[src/iofa_consts.svh]
`ifndef IOFA_CONSTS_SVH
`define IOFA_CONSTS_SVH
// ----------------------------------------
// opcode fields and pointer reset value
// ----------------------------------------
`define IOFA_PSUB_PREFIX     8'hE9
`define IOFA_SEL_FRAME       2'b11
`define IOFA_OFFSET_LIMIT    8'h5F
`define IOFA_FRAME_PTR_IDX   2'd2
`define IOFA_PTR_RESET       12'h000
`endif

[src/iofa_pkg.sv]
package iofa_pkg;
    typedef enum logic [1:0] {
        IOFA_IDLE   = 2'b00,
        IOFA_RETNOP = 2'b01
    } iofa_state_type;
    typedef logic [11:0] iofa_addr_type;
endpackage : iofa_pkg

[src/iofa_ptr_if.sv]
`timescale 1ns/1ns
interface iofa_ptr_if;
    logic        writeEn;
    logic [1:0]  sel;
    logic [5:0]  literal;
    logic [11:0] ptr0;
    logic [11:0] ptr1;
    logic [11:0] ptr2;
    modport owner (input writeEn, input sel, input literal, output ptr0, output ptr1, output ptr2);
    modport user  (output writeEn, output sel, output literal, input ptr0, input ptr1, input ptr2);
endinterface : iofa_ptr_if

[src/iofa_decoder.sv]
`timescale 1ns/1ns
`include "iofa_consts.svh"
module iofa_decoder
    import iofa_pkg::*;
(
    input  wire logic          core_clk,          // core clock
    input  wire logic          rst,               // async reset
    input  wire logic          execValid,         // instruction executes this cycle
    input  wire logic [15:0]   instrWord,         // instruction register
    input  wire logic          extendedSetEnable, // configuration bit
    input  wire logic          hasAccessBit,      // byte/bit class opcode
    input  wire logic          hasDestBit,        // byte class opcode
    input  wire logic [3:0]    bankSelectValue,   // bank select register
    input  wire logic [20:0]   topOfReturnStack,  // return address
    output logic [11:0]        dataAddr,          // effective data address
    output logic               destToWorking,     // result goes to working register
    output logic               offsetMode,        // indexed offset used
    output logic               loadPc,            // pc load strobe
    output logic [20:0]        pcLoadValue,       // pc load value
    output logic               popStack,          // return stack pop
    output logic               stallNop,          // forced no-op cycle
    output logic [11:0]        stackFramePointer, // pointer 2 view
    output logic [11:0]        filePointer0,      // pointer 0 view
    output logic [11:0]        filePointer1       // pointer 1 view
);
    iofa_ptr_if ptrBus ();
    iofa_state_type state_reg, state_next;
    logic [11:0] dataAddr_next;
    logic        destToWorking_next, offsetMode_next, loadPc_next;
    logic [20:0] pcLoadValue_next;

    // ----------------------------------------
    // instruction decode
    // ----------------------------------------
    wire isPtrSub    = execValid && state_reg == IOFA_IDLE && instrWord[15:8] == `IOFA_PSUB_PREFIX;
    wire isFrameRet  = isPtrSub && instrWord[7:6] == `IOFA_SEL_FRAME;
    wire [7:0] opnd  = instrWord[7:0];
    wire accessBit   = instrWord[8];
    wire lowOperand  = opnd <= `IOFA_OFFSET_LIMIT;
    // note: applies to any opcode flagged by the core as carrying the access bit
    // gated by execValid so an idle cycle never reports offset mode
    wire useOffset   = execValid && extendedSetEnable && hasAccessBit && !accessBit && lowOperand;
    wire [11:0] offAddr = stackFramePointer + {4'h0, opnd};
    wire [11:0] litAddr = accessBit ? {bankSelectValue, opnd} : {{4{opnd[7]}}, opnd};

    assign ptrBus.writeEn = isPtrSub;
    assign ptrBus.sel     = isFrameRet ? `IOFA_FRAME_PTR_IDX : instrWord[7:6];
    assign ptrBus.literal = instrWord[5:0];
    assign stackFramePointer = ptrBus.ptr2;
    assign filePointer0      = ptrBus.ptr0;
    assign filePointer1      = ptrBus.ptr1;

    iofa_ptr_file ptrFile (
        .core_clk (core_clk),
        .rst      (rst),
        .bus      (ptrBus)
    );

    // ----------------------------------------
    // next values
    // ----------------------------------------
    assign state_next         = isFrameRet ? IOFA_RETNOP : IOFA_IDLE;
    assign dataAddr_next      = useOffset ? offAddr : litAddr;
    assign destToWorking_next = hasDestBit && !instrWord[9];
    assign offsetMode_next    = useOffset;
    assign loadPc_next        = isFrameRet;
    assign pcLoadValue_next   = isFrameRet ? topOfReturnStack : pcLoadValue;

    always_ff @(posedge core_clk or posedge rst) begin
        if (rst) begin
            state_reg     <= IOFA_IDLE;
            dataAddr      <= `IOFA_PTR_RESET;
            destToWorking <= 1'b0;
            offsetMode    <= 1'b0;
            loadPc        <= 1'b0;
            pcLoadValue   <= 21'h0_0000;
        end else begin
            state_reg     <= state_next;
            dataAddr      <= dataAddr_next;
            destToWorking <= destToWorking_next;
            offsetMode    <= offsetMode_next;
            loadPc        <= loadPc_next;
            pcLoadValue   <= pcLoadValue_next;
        end
    end
    assign popStack = loadPc;
    assign stallNop = state_reg == IOFA_RETNOP;
endmodule : iofa_decoder

[src/iofa_ptr_file.sv]
`timescale 1ns/1ns
`include "iofa_consts.svh"
module iofa_ptr_file
    import iofa_pkg::*;
(
    input wire logic core_clk, // core clock
    input wire logic rst,      // async reset
    iofa_ptr_if.owner bus      // pointer access
);
    iofa_addr_type ptr_reg [3];
    // modulo-width subtract, status untouched
    always_ff @(posedge core_clk or posedge rst) begin
        if (rst) begin
            ptr_reg[0] <= `IOFA_PTR_RESET;
            ptr_reg[1] <= `IOFA_PTR_RESET;
            ptr_reg[2] <= `IOFA_PTR_RESET;
        end else if (bus.writeEn && bus.sel != 2'b11) begin
            ptr_reg[bus.sel] <= ptr_reg[bus.sel] - {6'h00_0, bus.literal};
        end
    end
    assign bus.ptr0 = ptr_reg[0];
    assign bus.ptr1 = ptr_reg[1];
    assign bus.ptr2 = ptr_reg[2];
endmodule : iofa_ptr_file

[config.mk]
export PLATFORM = sky130hd
export DESIGN_NAME = iofa_decoder
export DESIGN_NICKNAME = d
export VERILOG_FILES = /design/src/iofa_pkg.sv /design/src/iofa_ptr_if.sv /design/src/iofa_decoder.sv /design/src/iofa_ptr_file.sv
export VERILOG_INCLUDE_DIRS = /design/src
export SDC_FILE = /design/constraint.sdc
export NUM_CORES = 1
export LEC_CHECK = 0
export BUFFER_PORTS_ARGS = -buffer_cell sky130_fd_sc_hd__buf_2
export CORE_MARGIN = 8
export CORE_UTILIZATION = 45
export CTS_CLUSTER_SIZE = 24
export DETAILED_ROUTE_END_ITERATION = 7
export PLACE_DENSITY = 0.82
export RECOVER_POWER = 100
export SETUP_SLACK_MARGIN = 0.2
export SLEW_MARGIN = 20
export SYNTH_ARGS = -nofsm -noshare
export SYNTH_HDL_FRONTEND = slang
export SYNTH_SLANG_ARGS = --single-unit
[constraint.sdc]
create_clock -name core_clk -period 8.8 [get_ports core_clk]
set_clock_uncertainty 0.15 [all_clocks]
set_input_delay 0.44 -clock core_clk [delete_from_list [all_inputs] [get_ports core_clk]]
set_output_delay 0.44 -clock core_clk [all_outputs]
set_load 0.1 [all_outputs]
Word-level counts from Yosys, hierarchy flattened
Index checks and enable logic that the tools add are counted.

Logic and storage cells: 42. Input port bits: 47. Output and inout bits: 74. Register bits after elaboration: 73.

Bitwise logic cells: 1. Mux-type cells: 10. Magnitude comparators: 3. Reduce and logical (&&, ||, !) cells: 13. Equality and inequality tests: 4. Add/subtract/negate cells: 2.

Operators by type and width (count): 12-bit 2-to-1 mux (5); 36-bit bitwise mux (1); 12-bit binary-select mux with 2-bit select (1); 12-bit demux with 2-bit select (1); 12-bit by 8-bit adder with 12-bit output (1); 12-bit by 6-bit subtractor with 12-bit output (1); 1-bit logical AND (10); 8-bit equality test (second input constant) (1); 8-bit by 7-bit <= comparator with 1-bit output (second input constant) (1); 3-bit >= comparator (second input constant) (1); 3-bit by 1-bit less-than comparator with 1-bit output (second input constant) (1); 2-bit inverter with 3-bit output (1); 2-bit equality test (second input constant) (1); 1-bit zero test (2); 2-bit zero test (1); 2-bit 2-to-1 mux (1); 2-bit inequality test (second input constant) (1); 1-bit equality test (second input constant) (1); 1-bit 2-to-1 mux (1).

Depth between registers and ports, before layout
Depth in word-level cells: 11. Gate-level depth with buffers: 14. Mapped depth without buffers: 12.

Hierarchy
Synthesis repeated with hierarchy kept, for this count alone.

Cells, all modules: 391. Area, all modules: 4076.4 um^2.

Modules (own cells, without submodules): iofa_ptr_file (seq. area each 900.9 um^2, area an instance 2169.6 um^2, instances 1, cells each 230); iofa_decoder (seq. area each 900.9 um^2, area an instance 1906.8 um^2, instances 1, cells each 161).

Worst setup path before layout
OpenSTA, ideal clock, no wires.

Path kind: register -> register. From: reg, netlist name loadPc. To: reg ptrFile.ptr_reg, in the netlist ptrFile.bus.ptr0[7]. Arrival: 3.471 ns. Cell stages (with the launch flop): 13. Path buffers: 1. Required time: 8.524 ns. Period minus slack after synthesis: 3.747 ns. Setup slack: 5.053 ns. Setup time: 0.126 ns. Cells stage by stage: dfrtp_1 -> nand4bb_2 -> o31ai_1 -> buf_2 -> nand3_1 -> o21ai_0 -> ha_1 -> nor2b_1 -> o31a_1 -> o31ai_1 -> nand2_1 -> xor2_1 -> mux2_2.

RTL lines: to (signal, indexed assignment) (line iofa_ptr_file.sv:18) `ptr_reg[bus.sel] <= ptr_reg[bus.sel] - {6'h00_0, bus.literal};`; to (decl) (line iofa_ptr_file.sv:10) `iofa_addr_type ptr_reg [3];`.

==> impl_results.md <==
* Status: complete, but fails checks
* Failing checks: capacitance limit, slew limit
* Max Freq at 261.1 MHz
* I/O pin cnt at 121
* Worst-margin pin slew at 3.789 ns
* Hold Path Class: primary input to register
* Place WS at 5.172 ns
* Period Utilization, post-route at 43.52%
* EDFF count, synth at 0
* DR DRC count at 0
* Area grow syn2layout at 19.51%
* Largest area contributor in the netlist: dfrtp_1
* Worst Min Path Start: instrWord[9]
* Crit-path max FO at 72
* TritonCTS Buffers at 9
* Max VDD drop at 0.0001003 V
* Final min period at 3.830 ns
* Critical Path RT at 8.23 ns
* WHS Path Cells at 2
* Synth top area share at 47.14%
* Die H at 108.2 um
* Crit path from: rst
* Seq/Total Area, Yosys at 47.14%
* Core ar. at 0.008217 mm2
* Post-Syn Area at 0.003822 mm2
* Clk slew on worst S/H paths at 0.08 ns
* CTS tree: built
* CP startpoint kind: primary input
* Clk buf depth at 2
* Die W at 108.2 um
* RR Endpoint: ptrFile.bus.ptr1[7]
* Avg Inst Size Synth at 9.776 um2
* Yosys reg bits at 72
* Congestion Overflow GR at 0
* Via count at 3284
* Diode count at 0
* Register area at 0.001802 mm2
* Die area at 0.01170 mm2
* Area of the multi-input gates at 0.001847 mm2
* Postcts setup bufs at 0
* TNS Setup at 0 ns
* CP peak stage delay at 2.65 ns
* Fin. max-slew vios at 73
* Ranking of synthesized cells by area: dfrtp_1 (47%), nand2_1 (8.5%), mux2_2 (4.7%)
* Vias per std cell at 5.340
* Gpl congestion at 0.8741
* Netlist cell types at 55
* Asr flop ratio synth at 100.0%
* Final WS setup at 4.970 ns
* Placement Cell Area at 0.004466 mm2
* Detailed Routing Iterations Pass 1 at 5
* Nature of the critical path endpoint: async pin
* Slew HR at -152.6%
* Syn_nets at 454
* Final Hold Viols at 0
* Slowest CP cell: clkbuf_1
* First-pass GRT wire length at 16360 um
* TritonCTS sink count at 72
* Share of cells above drive strength 1 at 16.27%
* Ys Warns at 0
* Endpoints failing setup at 0
* Initial Util at 46.52%
* Nets at 568
* Final HPWL DP at 7686 um
* Hold_buf cts at 0
* Crit path buffers/inverters at 3
* RSZ-0062 raised after global routing: no
* Maxcap violations at 1
* Rows at 33
* Crit Path Category: primary input to async pin
* Critical Path AT at 3.26 ns
* Initial DRC count at 172
* Primary FF master, synth: dfrtp_1
* Pin count of the biggest net entering global routing at 73
* Antenna violations before repair at 0
* Post-DRT Antenna Nets at 0
* CP delay by family, top: buffers and inverters
* Gr usage total at 17.60%
* Worst reg2reg setup slack at 5.16 ns
* Fillers at 755
* Crit-path cells: buf_2 > inv_1 > clkbuf_1
* Drt total wl at 9972 um
* Finished Cell Area at 0.004568 mm2
* H-tree Lvls at 3
* Pleak at 2.357 nW
* PwrDens at 171.5 mW/mm2
* Worst skew pair latency at 0.34 ns
* Post-Synthesis Cells at 391
* Worst reg2reg startpoint: loadPc
* Wire length per cell at 16.21 um
* Clock Tree Root: clkbuf_8
* Buffers on Ports at 120
* Vias in the first global route at 3467
* Post-CTS Resized at 0
* FF-to-FF path depth at 12
* Hold Path End: destToWorking
-- cell usage after synthesis (3+ instances only) --
| library cell | n |
|---|---|
| a31oi_1 | 7 |
| nor2_1 | 16 |
| dfrtp_1 | 72 |
| mux2_2 | 16 |
| nand3_1 | 13 |
| mux2i_1 | 13 |
| nand2_1 | 87 |
| inv_1 | 13 |
| nor3_1 | 6 |
| xor2_1 | 14 |
| o21a_1 | 3 |
| ha_1 | 14 |
| o31ai_1 | 3 |
| clkbuf_1 | 7 |
| o21ai_0 | 28 |
| xnor2_1 | 7 |
| a21o_1 | 5 |
| a211oi_1 | 3 |
| buf_2 | 5 |
| a21oi_1 | 10 |
| nand4_1 | 3 |
| nor2b_1 | 3 |
| buf_1 | 3 |
| mux2_4 | 3 |
-- placed cells by master (no fill, tap or decap), types with 5 or more instances in the layout --
cell type | Yosys | final
xnor2_1 | 7 | 7
a31oi_1 | 7 | 7
nand3_1 | 13 | 13
buf_2 | 5 | 45
xor2_1 | 14 | 14
inv_1 | 13 | 13
ha_1 | 14 | 14
clkbuf_1 | 7 | 77
o21ai_0 | 28 | 28
a21o_1 | 5 | 5
mux2i_1 | 13 | 13
mux2_2 | 16 | 16
dfrtp_1 | 72 | 72
nor3_1 | 6 | 7
a21oi_1 | 10 | 10
clkbuf_8 | 0 | 10
nor2_1 | 16 | 16
nand2_1 | 87 | 87
-- kinds of logic after synthesis --
logic type | after synthesis | share of synthesized area [%]
XOR/XNOR | 21 | 4.812
AND/OR/NAND/NOR | 148 | 17.87
buffers and inverters | 32 | 3.993
adder cells (fa/ha/maj) | 16 | 5.630
AO/OA/AOI/OAI | 70 | 11.26
multiplexers | 32 | 9.296
flip-flops | 72 | 47.14
-- metrics by stage --
step	std cells	utilization [%]	hold WS, ns	power (W)
after floorplan	391	-	0.3556	0.0004699
after global placement	599	54.35	0.3029	0.0005031
after detailed placement	599	54.35	0.3073	0.0005059
after CTS	615	57.04	0.08697	0.0007960
after global routing	615	55.60	0.09700	0.0008186
final	615	55.60	0.1027	0.0007834
-- worst reg2reg max path, cell delays in order, from the launching register on --
cell and delay, ns:
dfrtp_1 0.46, nand4bb_2 0.28, o31ai_1 0.25, buf_4 0.24
nand3_1 0.09, o21ai_0 0.22, ha_1 0.30, nor2b_1 0.14
o31a_1 0.27, o31ai_1 0.36, nand2_1 0.25, xor2_1 0.23
mux2_2 0.29
-- where the power goes --
group	switching [W]	internal, W
Clock	0.000121	0.000167
Combinational	0.000117	0.0000308
Sequential	0.00000732	0.000340
-- metal layers --
layer	global-route usage (%)	routed length, um
met1	20.21	3968
met2	28.29	4914
met3	6.544	923
met4	8.821	166
met5	0	0
-- worst max path at each step --
stage | slack (ns) | end | cells past startpoint
2_1_floorplan | 5.05 | ptrFile.bus.ptr0[7] | 12
3_3_place_gp | 5.30 | ptrFile.bus.ptr1[7] | 13
3_5_place_dp | 5.17 | ptrFile.bus.ptr1[7] | 13
4_1_cts | 5.24 | ptrFile.bus.ptr1[7] | 12
5_1_grt | 4.07 | dataAddr[9] | 3
6_report | 4.97 | pcLoadValue[18] | 3
-- final cells by class --
| cell class | instances | share of cell area, % |
|---|---|---|
| sequential | 72 | 39.44 |
| multi-input combinational | 287 | 40.43 |
| inverter | 13 | 1.068 |
| timing repair buffer | 122 | 11.34 |
| tap | 105 | 2.876 |
| clock inverter | 5 | 1.753 |
| clock buffer | 11 | 3.095 |
-- sequential cells by signal (all words and copies together) (netlist names) --
register,flops
ptrFile.bus.ptr1,12
dataAddr,12
loadPc,1
ptrFile.bus.ptr2,12
pcLoadValue,21
offsetMode,1
destToWorking,1
ptrFile.bus.ptr0,12
Note: power is estimated with default switching activity, not from simulation.
